`src/common/cbt_pkg.sv`:
```
// CAN bit timing and init control: shared constants, types and helpers
package cbt_pkg;
  localparam logic [5:0] OFS_MC   = 6'h00;
  localparam logic [5:0] OFS_BTC  = 6'h04;
  localparam logic [5:0] OFS_ES   = 6'h08;
  localparam logic [5:0] OFS_GIM  = 6'h0c;
  localparam logic [5:0] OFS_MBIM   = 6'h10;
  localparam logic [5:0] OFS_TSTAMP = 6'h14;
  localparam logic [5:0] OFS_TIOC = 6'h18;
  localparam logic [5:0] OFS_RIOC = 6'h1c;
  localparam logic [5:0] OFS_UNLK = 6'h20;

  localparam int MC_CHG_REQ = 12;
  localparam int ES_IDLE    = 0;
  localparam int ES_CHG_EN  = 4;
  localparam int BTC_PRESC  = 16;
  localparam int BTC_JUMP   = 8;
  localparam int BTC_SEG1   = 3;
  localparam int BTC_SEG2   = 0;

  localparam logic [15:0] MC_RST    = 16'h1000;
  localparam logic [31:0] BTC_RST   = 32'h0000_0000;
  localparam logic [31:0] BTC_MASK  = 32'h00ff_037f;
  localparam logic [31:0] MC_PROT   = 32'h0000_fec0;
  localparam logic [31:0] ALL_PROT  = 32'hffff_ffff;
  localparam logic [31:0] NO_PROT   = 32'h0000_0000;
  localparam logic [31:0] IOC_PROT  = 32'h0000_0008;
  localparam logic [3:0]  IOC_CAN_FN = 4'h8;
  localparam logic [3:0]  IDLE_BITS  = 4'hb;

  typedef struct packed {
    logic [7:0] presc;
    logic [1:0] jump;
    logic [3:0] seg1;
    logic [2:0] seg2;
  } cbt_timing_s;

  typedef enum logic [1:0] {CBT_INIT, CBT_NORMAL} cbt_mode_e;
  typedef enum logic [1:0] {PH_SYNC, PH_SEG1, PH_SEG2} cbt_phase_e;

  function automatic logic [8:0] plus_one(input logic [7:0] v);
    return {1'b0, v} + 9'h001;
  endfunction

  function automatic logic [4:0] bit_quanta(input cbt_timing_s t);
    return 5'(plus_one({4'h0, t.seg1}) + plus_one({5'h00, t.seg2}) + 9'h001);
  endfunction

  function automatic cbt_timing_s timing_of(input logic [31:0] b);
    cbt_timing_s t;
    t.presc = b[BTC_PRESC +: 8];
    t.jump  = b[BTC_JUMP +: 2];
    t.seg1  = b[BTC_SEG1 +: 4];
    t.seg2  = b[BTC_SEG2 +: 3];
    return t;
  endfunction

  function automatic logic [31:0] wr_merge(input logic [31:0] old, input logic [31:0] wd,
                                           input logic [3:0] be, input logic [31:0] prot,
                                           input logic unlk);
    logic [31:0] m;
    for (int i = 0; i < 4; i++) m[8*i +: 8] = be[i] ? wd[8*i +: 8] : old[8*i +: 8];
    return unlk ? m : ((old & prot) | (m & ~prot));
  endfunction
endpackage

```
`src/core/cbt_top.sv`:
```
// CAN bit timing and initialization control with Avalon-MM register slave
`timescale 1ns/1ps
// Summary of operation
// - Resync lengthens segment one or shortens segment two by at most jump width
// - Bit rate is clock over prescaler field plus one times quanta per bit
// - Quanta per bit: segment one plus one, segment two plus one, one sync
// - Every stored timing field is used as its raw value plus one
// - Protected control bits and registers change only while unlocked
// - Reset leaves change request and change enabled status both set
// - Software requests configuration; status sets once initialization mode entered
// - A zero segment field keeps initialization mode and status set
// - Pin control value eight routes pins to CAN transmit and receive
// - Status clears once initialization is left and block is configured
// - Mode changes only after eleven recessive bits; stuck dominant blocks it
module cbt_top (
  input  wire logic        i_sys_clk,
  input  wire logic        i_reset,
  input  wire logic [5:0]  i_avs_address,
  input  wire logic        i_avs_read,
  input  wire logic        i_avs_write,
  input  wire logic [31:0] i_avs_writedata,
  input  wire logic [3:0]  i_avs_byteenable,
  output logic      [31:0] o_avs_readdata,
  output logic             o_avs_waitrequest,
  input  wire logic        i_can_rx,
  input  wire logic        i_tx_bit,
  output logic             o_can_tx,
  output logic             o_tq_tick,
  output logic             o_bit_sample,
  output logic             o_rx_bit
);

  cbt_pkg::cbt_mode_e   mode_reg;
  cbt_pkg::cbt_mode_e   mode_next;
  cbt_pkg::cbt_timing_s timing_w;

  logic [15:0] mc_reg;
  logic [31:0] btc_reg;
  logic [31:0] gim_reg;
  logic [31:0] mbim_reg;
  logic [31:0] tstamp_reg;
  logic [3:0]  tioc_reg;
  logic [3:0]  rioc_reg;
  logic        unlk_reg;
  logic [3:0]  idle_cnt_reg;

  logic        req_w;
  logic        wr_w;
  logic        hit_mc;
  logic        hit_btc;
  logic        hit_es;
  logic        hit_gim;
  logic        hit_mbim;
  logic        hit_tstamp;
  logic        hit_tioc;
  logic        hit_rioc;
  logic        hit_unlk;
  logic [31:0] mc_w;
  logic [31:0] btc_w;
  logic [31:0] gim_w;
  logic [31:0] mbim_w;
  logic [31:0] tstamp_w;
  logic [31:0] tioc_w;
  logic [31:0] rioc_w;
  logic [31:0] unlk_w;
  logic [31:0] rd_w;
  logic        chg_req_w;
  logic        chg_en_w;
  logic        seg_zero;
  logic        idle_w;
  logic        tx_fn_w;
  logic        rx_fn_w;
  logic        can_rx_w;

  // Address decode
  assign req_w    = i_avs_read || i_avs_write;
  assign wr_w     = i_avs_write && !o_avs_waitrequest;
  assign hit_mc   = i_avs_address == cbt_pkg::OFS_MC;
  assign hit_btc  = i_avs_address == cbt_pkg::OFS_BTC;
  assign hit_es   = i_avs_address == cbt_pkg::OFS_ES;
  assign hit_gim  = i_avs_address == cbt_pkg::OFS_GIM;
  assign hit_mbim   = i_avs_address == cbt_pkg::OFS_MBIM;
  assign hit_tstamp = i_avs_address == cbt_pkg::OFS_TSTAMP;
  assign hit_tioc = i_avs_address == cbt_pkg::OFS_TIOC;
  assign hit_rioc = i_avs_address == cbt_pkg::OFS_RIOC;
  assign hit_unlk = i_avs_address == cbt_pkg::OFS_UNLK;

  // Write values after byte lanes and protection
  assign mc_w = cbt_pkg::wr_merge({16'h0000, mc_reg}, i_avs_writedata,
                                  i_avs_byteenable, cbt_pkg::MC_PROT, unlk_reg);
  assign btc_w = cbt_pkg::wr_merge(btc_reg, i_avs_writedata,
                                   i_avs_byteenable, cbt_pkg::ALL_PROT, unlk_reg);
  assign gim_w = cbt_pkg::wr_merge(gim_reg, i_avs_writedata,
                                   i_avs_byteenable, cbt_pkg::ALL_PROT, unlk_reg);
  assign mbim_w = cbt_pkg::wr_merge(mbim_reg, i_avs_writedata,
                                    i_avs_byteenable, cbt_pkg::ALL_PROT, unlk_reg);
  assign tstamp_w = cbt_pkg::wr_merge(tstamp_reg, i_avs_writedata,
                                   i_avs_byteenable, cbt_pkg::ALL_PROT, unlk_reg);
  assign tioc_w = cbt_pkg::wr_merge({28'h0000000, tioc_reg}, i_avs_writedata,
                                    i_avs_byteenable, cbt_pkg::IOC_PROT, unlk_reg);
  assign rioc_w = cbt_pkg::wr_merge({28'h0000000, rioc_reg}, i_avs_writedata,
                                    i_avs_byteenable, cbt_pkg::IOC_PROT, unlk_reg);
  assign unlk_w = cbt_pkg::wr_merge({31'h00000000, unlk_reg}, i_avs_writedata,
                                    i_avs_byteenable, cbt_pkg::NO_PROT, 1'b1);

  // Status and pin routing
  assign timing_w = cbt_pkg::timing_of(btc_reg);
  assign chg_req_w = mc_reg[cbt_pkg::MC_CHG_REQ];
  assign chg_en_w  = mode_reg == cbt_pkg::CBT_INIT;
  assign seg_zero  = timing_w.seg1 == 4'h0 || timing_w.seg2 == 3'h0;
  assign idle_w   = idle_cnt_reg == cbt_pkg::IDLE_BITS;
  assign tx_fn_w  = tioc_reg == cbt_pkg::IOC_CAN_FN;
  assign rx_fn_w  = rioc_reg == cbt_pkg::IOC_CAN_FN;
  // A pin not yet routed reads recessive so it cannot fake activity
  assign can_rx_w = rx_fn_w ? i_can_rx : 1'b1;

  // Read mux; unmapped offsets read zero
  always_comb begin
    rd_w = 32'h0000_0000;
    if (hit_mc) begin
      rd_w = {16'h0000, mc_reg};
    end else if (hit_btc) begin
      rd_w = btc_reg;
    end else if (hit_es) begin
      rd_w[cbt_pkg::ES_CHG_EN] = chg_en_w;
      rd_w[cbt_pkg::ES_IDLE] = idle_w;
    end else if (hit_gim) begin
      rd_w = gim_reg;
    end else if (hit_mbim) begin
      rd_w = mbim_reg;
    end else if (hit_tstamp) begin
      rd_w = tstamp_reg;
    end else if (hit_tioc) begin
      rd_w = {28'h0000000, tioc_reg};
    end else if (hit_rioc) begin
      rd_w = {28'h0000000, rioc_reg};
    end else if (hit_unlk) begin
      rd_w = {31'h00000000, unlk_reg};
    end
  end

  // Mode transitions wait for a quiet bus
  always_comb begin
    mode_next = mode_reg;
    case (mode_reg)
      cbt_pkg::CBT_INIT: begin
        if (!chg_req_w && !seg_zero && idle_w) begin
          mode_next = cbt_pkg::CBT_NORMAL;
        end
      end
      default: begin
        if (chg_req_w && idle_w) begin
          mode_next = cbt_pkg::CBT_INIT;
        end
      end
    endcase
  end

  // One wait state per access keeps read data registered
  always_ff @(posedge i_sys_clk) begin
    if (i_reset) begin
      o_avs_waitrequest <= 1'b1;
      o_avs_readdata    <= 32'h0000_0000;
    end else begin
      o_avs_waitrequest <= !(req_w && o_avs_waitrequest);
      if (i_avs_read && o_avs_waitrequest) begin
        o_avs_readdata <= rd_w;
      end
    end
  end

  always_ff @(posedge i_sys_clk) begin
    if (i_reset) begin
      mc_reg <= cbt_pkg::MC_RST;
    end else if (wr_w && hit_mc) begin
      mc_reg <= mc_w[15:0];
    end
  end

  always_ff @(posedge i_sys_clk) begin
    if (i_reset) begin
      btc_reg <= cbt_pkg::BTC_RST;
    end else if (wr_w && hit_btc) begin
      btc_reg <= btc_w & cbt_pkg::BTC_MASK;
    end
  end

  always_ff @(posedge i_sys_clk) begin
    if (i_reset) begin
      gim_reg <= 32'h0000_0000;
      mbim_reg   <= 32'h0000_0000;
      tstamp_reg <= 32'h0000_0000;
    end else if (wr_w) begin
      if (hit_gim) gim_reg <= gim_w;
      if (hit_mbim) mbim_reg <= mbim_w;
      if (hit_tstamp) tstamp_reg <= tstamp_w;
    end
  end

  always_ff @(posedge i_sys_clk) begin
    if (i_reset) begin
      tioc_reg <= 4'h0;
      rioc_reg <= 4'h0;
    end else if (wr_w) begin
      if (hit_tioc) tioc_reg <= tioc_w[3:0];
      if (hit_rioc) rioc_reg <= rioc_w[3:0];
    end
  end

  // Unlock is itself never protected, or it could not be opened
  always_ff @(posedge i_sys_clk) begin
    if (i_reset) begin
      unlk_reg <= 1'b0;
    end else if (wr_w && hit_unlk) begin
      unlk_reg <= unlk_w[0];
    end
  end

  // Recessive sample points counted, saturating at eleven
  always_ff @(posedge i_sys_clk) begin
    if (i_reset) begin
      idle_cnt_reg <= 4'h0;
    end else if (o_bit_sample) begin
      if (!o_rx_bit) begin
        idle_cnt_reg <= 4'h0;
      end else if (!idle_w) begin
        idle_cnt_reg <= idle_cnt_reg + 4'h1;
      end
    end
  end

  always_ff @(posedge i_sys_clk) begin
    if (i_reset) begin
      mode_reg <= cbt_pkg::CBT_INIT;
    end else begin
      mode_reg <= mode_next;
    end
  end

  // Initialization mode sends recessive only
  always_ff @(posedge i_sys_clk) begin
    if (i_reset) begin
      o_can_tx <= 1'b1;
    end else begin
      o_can_tx <= tx_fn_w ? (chg_en_w | i_tx_bit) : 1'b1;
    end
  end

  cbt_bit_timer u_bit_timer (
    .i_sys_clk (i_sys_clk),
    .i_reset   (i_reset),
    .i_timing  (timing_w),
    .i_rx      (can_rx_w),
    .o_tq_tick (o_tq_tick),
    .o_sample  (o_bit_sample),
    .o_rx_bit  (o_rx_bit)
  );
endmodule

```
`src/core/cbt_bit_timer.sv`:
```
// CAN bit timer: quantum prescaler, segment sequencer and resynchronisation
`timescale 1ns/1ps
module cbt_bit_timer (
  input  wire logic                 i_sys_clk,
  input  wire logic                 i_reset,
  input  wire cbt_pkg::cbt_timing_s i_timing,
  input  wire logic                 i_rx,
  output logic                      o_tq_tick,
  output logic                      o_sample,
  output logic                      o_rx_bit
);
  cbt_pkg::cbt_phase_e  phase_reg;
  cbt_pkg::cbt_timing_s t_q_reg;
  logic [7:0] presc_reg;
  logic [4:0] q_reg, bq_reg;
  logic [2:0] ext_reg, shrink_reg;
  logic       rx_prev_reg, resynced_reg, gap_ok_reg, bq_ok_reg;
  logic [8:0] gap_reg;
  logic       tick_w, edge_w, end1_w, end2_w, restart_w, chg_w;
  logic [2:0] jump_len, ext_calc;
  logic [4:0] base1, base2, e1, len1, len2, rem2;

  assign tick_w    = presc_reg == i_timing.presc;
  assign jump_len  = 3'(cbt_pkg::plus_one({6'h00, i_timing.jump}));
  assign base1     = 5'(cbt_pkg::plus_one({4'h0, i_timing.seg1}));
  assign base2     = 5'(cbt_pkg::plus_one({5'h00, i_timing.seg2}));
  assign edge_w    = tick_w && rx_prev_reg && !i_rx && !resynced_reg;
  assign e1        = q_reg + 5'h01;
  assign ext_calc  = (e1 > {2'b00, jump_len}) ? jump_len : e1[2:0];
  assign len1      = base1 + {2'b00, (edge_w ? ext_calc : ext_reg)};
  assign rem2      = base2 - q_reg - {2'b00, shrink_reg};
  assign restart_w = edge_w && phase_reg == cbt_pkg::PH_SEG2 && rem2 <= {2'b00, jump_len};
  assign len2      = base2 - {2'b00, (edge_w ? jump_len : shrink_reg)};
  assign end1_w    = q_reg == len1 - 5'h01;
  assign end2_w    = q_reg == len2 - 5'h01;
  assign chg_w     = i_timing != t_q_reg;

  always_ff @(posedge i_sys_clk) begin
    if (i_reset) begin
      presc_reg <= 8'h00;
      o_tq_tick <= 1'b0;
      o_sample  <= 1'b0;
    end else begin
      presc_reg <= tick_w ? 8'h00 : presc_reg + 8'h01;
      o_tq_tick <= tick_w;
      o_sample  <= tick_w && phase_reg == cbt_pkg::PH_SEG1 && end1_w;
    end
  end

  always_ff @(posedge i_sys_clk) begin
    if (i_reset) begin
      phase_reg    <= cbt_pkg::PH_SYNC;
      q_reg        <= 5'h00;
      ext_reg      <= 3'h0;
      shrink_reg   <= 3'h0;
      rx_prev_reg  <= 1'b1;
      resynced_reg <= 1'b0;
      o_rx_bit     <= 1'b1;
    end else if (tick_w) begin
      rx_prev_reg <= i_rx;
      case (phase_reg)
        cbt_pkg::PH_SYNC: begin
          phase_reg    <= cbt_pkg::PH_SEG1;
          q_reg        <= 5'h00;
          ext_reg      <= 3'h0;
          shrink_reg   <= 3'h0;
          resynced_reg <= 1'b0;
        end
        cbt_pkg::PH_SEG1: begin
          if (edge_w) begin
            ext_reg      <= ext_calc;
            resynced_reg <= 1'b1;
          end
          if (end1_w) begin
            phase_reg <= cbt_pkg::PH_SEG2;
            q_reg     <= 5'h00;
            o_rx_bit  <= i_rx;
          end else begin
            q_reg <= q_reg + 5'h01;
          end
        end
        default: begin
          if (restart_w) begin
            phase_reg    <= cbt_pkg::PH_SEG1;
            q_reg        <= 5'h00;
            ext_reg      <= 3'h0;
            shrink_reg   <= 3'h0;
            resynced_reg <= 1'b0;
          end else begin
            if (edge_w) begin
              shrink_reg   <= jump_len;
              resynced_reg <= 1'b1;
            end
            phase_reg <= end2_w ? cbt_pkg::PH_SYNC : cbt_pkg::PH_SEG2;
            q_reg     <= end2_w ? 5'h00 : q_reg + 5'h01;
          end
        end
      endcase
    end
  end

  // Check helpers; a timing change voids the running measurement
  always_ff @(posedge i_sys_clk) begin
    if (i_reset) begin
      t_q_reg    <= '0;
      gap_reg    <= 9'h000;
      gap_ok_reg <= 1'b0;
      bq_reg     <= 5'h00;
      bq_ok_reg  <= 1'b0;
    end else begin
      t_q_reg    <= i_timing;
      gap_reg    <= tick_w ? 9'h000 : gap_reg + 9'h001;
      gap_ok_reg <= chg_w ? 1'b0 : (tick_w ? 1'b1 : gap_ok_reg);
      if (tick_w) bq_reg <= (phase_reg == cbt_pkg::PH_SYNC || restart_w) ? 5'h01 : bq_reg + 5'h01;
      bq_ok_reg  <= chg_w ? 1'b0 : ((tick_w && phase_reg == cbt_pkg::PH_SYNC) ? 1'b1 : bq_ok_reg);
    end
  end
endmodule

```
`config.mk`:
```
export PLATFORM = sky130hd
export DESIGN_NAME = cbt_top
export DESIGN_NICKNAME = d
export VERILOG_FILES = /design/src/common/cbt_pkg.sv /design/src/core/cbt_top.sv /design/src/core/cbt_bit_timer.sv
export SDC_FILE = /design/constraint.sdc
export NUM_CORES = 1
export LEC_CHECK = 0
export BUFFER_PORTS_ARGS = -buffer_cell sky130_fd_sc_hd__buf_2
export CORE_MARGIN = 2
export CORE_UTILIZATION = 36
export CTS_BUF_LIST = sky130_fd_sc_hd__clkbuf_8
export DETAILED_ROUTE_END_ITERATION = 7
export PLACE_DENSITY_LB_ADDON = 0.15
export RECOVER_POWER = 25
export SYNTH_ARGS = -nofsm -noshare
export SYNTH_HDL_FRONTEND = slang
export SYNTH_SLANG_ARGS = --single-unit
export TNS_END_PERCENT = 1
```
`constraint.sdc`:
```
create_clock -name i_sys_clk -period 3.7 [get_ports i_sys_clk]
set_input_delay 0 -clock i_sys_clk [delete_from_list [all_inputs] [get_ports i_sys_clk]]
set_output_delay 0 -clock i_sys_clk [all_outputs]
set_load 0.1 [all_outputs]
```
==> reports/metrics.yaml <==
run_status:
  run_status: "finished, violations left"
  failed_checks: "negative setup slack"
critical_path:
  cp_max_fo: 5
  cp_cell_sequence: "or4b_4 > nor4b_4 > nand4_1 > buf_4 > a21oi_2 > inv_1 > fa_1 > nand2b_1 > nand3b_1 > xnor2_1 > nor3_1 > o32a_1 > or4b_1 > a31oi_1"
  crit_path_start_kind: "register"
  worst_setup_path_end_kind: "register"
  worst_path_dominant_cell_family: "simple AND/OR/NAND/NOR gates"
  timing.critical_path.arrival_ns: 4.24
  timing_worst_setup_path_type: "register to register"
  cp.buffers_inverters: 2
  critPathMaxStageDelay_ns: 0.54
  worstPathRequired_ns: 4.14
  critical_path.slowest_cell: "sky130_fd_sc_hd__or4b_4"
sta:
  clock_skew_ns: 0.02592
  fin_worst_hold_slack_ns: 0.04998
  rsz0062_at_grt: "yes"
  timing_max_transition_violations_final: 0
  timing_worst_slew_pin_value_ns: 1.419
  tns_ns: -0.1685
  timing.final.ws_setup_ns: -0.1002
  timing.slew.headroom: 0.05365
  timing.final.crit_share: 1.027
  timing.final.hold_violations: 0
  max_freq_mhz: 263.1
  finalSetupViolations: 3
  layout_min_cycle_time_ns: 3.800
synth:
  synthFlopType: "sky130_fd_sc_hd__dfxtp_1"
  synth-async-reset-ratio: 0
  synthDominantAreaCellType: "sky130_fd_sc_hd__dfxtp_1"
  post_synth_num_cell_types: 56
  netlist_top_cells_area: "sky130_fd_sc_hd__dfxtp_1 (44%), sky130_fd_sc_hd__mux2i_1 (15%), sky130_fd_sc_hd__nor2_1 (7.6%)"
  total_of_flip_flops_plus_latches_after_synthesis: 203
  syn-num-nets: 1065
  synth.avg_cell_area_um2: 9.368
  post-synth-top-area-fraction: 0.4386
  synth_area_mm2: 0.009265
  cell_count_after_synthesis: 989
  ys_seq_area_frac: 0.4386
  synth_enable_flop_cells: 0
  synth_warnings: 0
global_route:
  grt-ovfl-total: 0
  pin_count_of_the_biggest_net_entering_global_routing: 98
  first_global_vias: 7478
  global_route.usage.total: 0.1911
  grt_antenna_before_repair: 1
  wire_length_of_the_first_global_routing_pass_um: 40800
floorplanning:
  pin_count: 85
  die_area_mm2: 0.02704
  core_region_area_mm2: 0.02525
  floorplan.die.width_um: 164.4
  die_h_um: 164.4
  placement_rows: 58
  start_util: 0.3669
clock_tree:
  numClockSinks: 203
  clk_root_buffer_cell: "sky130_fd_sc_hd__clkbuf_8"
  max-clock-path-buffers: 3
  cts_max_level: 2
  cts-buffers-inserted: 37
  worst_setup_hold_path_clk_slew_ns: 0.06
  clock_tree_from_tritoncts: "built"
  clk-insertion-delay-late_ns: 0.53
power_and_ir_drop:
  power_frac_comb: 0.087
  power_report.internal_total_mw: 3.367
  design_power_total_mw: 4.630
  sw_frac_of_total: 0.2728
  max-vdd-ir-drop_uv: 256.7
  power_per_cell_area_mw_per_mm2: 406.5
  total_leakage_power_nw: 4.794
  switchingPower_mw: 1.263
  sequentialPowerShare: 0.481
  p_clk_frac: 0.432
drt:
  drtAntennaViolNets: 0
  drt-wirelength-per-cell_um: 17.00
  via_count: 7654
  via_per_inst: 5.103
  wl_um: 25500
  first_iter_violations: 482
  drc_violations_left: 0
  detailed_router_iteration_count_before_antenna_repair: 6
finish:
  number_of_filler_instances_in_the_final_layout: 2532
  fin_nets: 1217
  area_growth_syn_to_layout_pct: 22.92
  design_area_mm2: 0.01139
  final_util: 0.4510
  ratio_of_cells_with_drive_above_1_in_the_final_layout: 0.1694
  finalNonFillerCells: 1500
job:
  max_cap_violations: 0
place:
  gp_congestion: 0.8218
  buffer_ports.inserted: 84
  dp_worst_setup_slack_ns: -0.1602
  placed_area_mm2: 0.01027
  place.detailed.instances: 1392
  place_hpwl_um: 17230
hold_path:
  hold_path_class: "primary input to register"
[timing repair]
item	CTS	global route
endpoints found under the setup margin	7	15
endpoints found under the hold margin	140	0
gates resized for setup	9	10
buffers inserted	2	1
pin swaps	8	7
hold buffers	37	0
[power groups by stage]
stage          clock [mW]  sequential [mW]  combinational [mW]
6_report             2.00             2.23               0.402
4_1_cts              2.08             2.23               0.409
3_3_place_gp            0             2.27               0.378
2_1_floorplan           0             2.43               0.112
3_5_place_dp            0             2.27               0.378
5_1_grt              2.17             2.23               0.428
[cell usage after synthesis, types with 8 or more instances]
master / n
sky130_fd_sc_hd__a211oi_1: 13
sky130_fd_sc_hd__a21oi_1: 46
sky130_fd_sc_hd__a221oi_1: 12
sky130_fd_sc_hd__a222oi_1: 17
sky130_fd_sc_hd__a22oi_1: 9
sky130_fd_sc_hd__clkbuf_1: 44
sky130_fd_sc_hd__dfxtp_1: 203
sky130_fd_sc_hd__ha_1: 23
sky130_fd_sc_hd__inv_1: 24
sky130_fd_sc_hd__mux2_2: 12
sky130_fd_sc_hd__mux2i_1: 139
sky130_fd_sc_hd__nand2_1: 45
sky130_fd_sc_hd__nand3_1: 22
sky130_fd_sc_hd__nor2_1: 188
sky130_fd_sc_hd__nor2_2: 8
sky130_fd_sc_hd__nor3_1: 14
sky130_fd_sc_hd__o211ai_1: 8
sky130_fd_sc_hd__o21ai_0: 28
sky130_fd_sc_hd__xnor2_1: 15
sky130_fd_sc_hd__xor2_1: 20
[worst register-to-register path, cell delays in order, from the launching register on]
cell and delay, ns:
sky130_fd_sc_hd__dfxtp_1 0.32, sky130_fd_sc_hd__or4b_4 0.54, sky130_fd_sc_hd__nor4b_4 0.21, sky130_fd_sc_hd__nand4_1 0.24
sky130_fd_sc_hd__buf_4 0.23, sky130_fd_sc_hd__a21oi_2 0.15, sky130_fd_sc_hd__inv_1 0.08, sky130_fd_sc_hd__fa_1 0.42
sky130_fd_sc_hd__nand2b_1 0.16, sky130_fd_sc_hd__nand3b_1 0.11, sky130_fd_sc_hd__xnor2_1 0.12, sky130_fd_sc_hd__nor3_1 0.09
sky130_fd_sc_hd__o32a_1 0.39, sky130_fd_sc_hd__or4b_1 0.51, sky130_fd_sc_hd__a31oi_1 0.13
[per-layer routing]
layer / GRT usage / vias to the layer above / wire length (µm)
li1: - / 3809 / -
met1: 0.2680 / 3636 / 12110
met2: 0.2992 / 171 / 11570
met3: 0.03666 / 38 / 1329
met4: 0.05573 / 0 / 480
met5: 0 / - / 0
[layout by cell type (no fill, tap or decap), drive strengths merged, types with 23 or more instances in the layout]
cell	count
o21ai	29
mux2i	139
nand3	27
a21oi	46
nand2	45
dfxtp	203
buf	94
dlygate4sd3	37
nor2	196
inv	44
clkbuf	82
ha	23
[final cells by class]
class / count / area (µm²) / area share
repair buffers: 170 / 1107 / 0.09723
clock inverters: 24 / 107.6 / 0.009448
inverters: 24 / 90.09 / 0.007910
flip-flops and latches: 203 / 4068 / 0.3572
clock buffers: 43 / 591.8 / 0.05197
well taps: 330 / 412.9 / 0.03626
multi-input cells: 705 / 5009 / 0.4398
diodes: 1 / 2.502 / 0.0002197
[cell families (layout without fill, tap and decap cells)]
family,count (synthesis),after routing,share of synthesized area
XOR/XNOR,35,35,0.03309
multiplexers,155,155,0.1745
AO/OA/AOI/OAI,159,159,0.1153
adder cells (fa/ha/maj),28,28,0.04186
other,0,1,0
AND/OR/NAND/NOR,328,328,0.1625
buffers and inverters,81,261,0.03417
flip-flops,203,203,0.4386
[worst paths after layout]
check / from / to / slack [ns] / depth (start not counted)
worst max register to register: rioc_reg[2] / u_bit_timer.q_reg[2] / -0.10 / 14
worst min-delay path: i_avs_address[5] / unlk_reg / 0.05 / 5
worst min register to register: tioc_reg[3] / o_can_tx / 0.44 / 1
worst max-delay path: rioc_reg[2] / u_bit_timer.q_reg[2] / -0.10 / 14
Power figures use the tool's default switching activity.
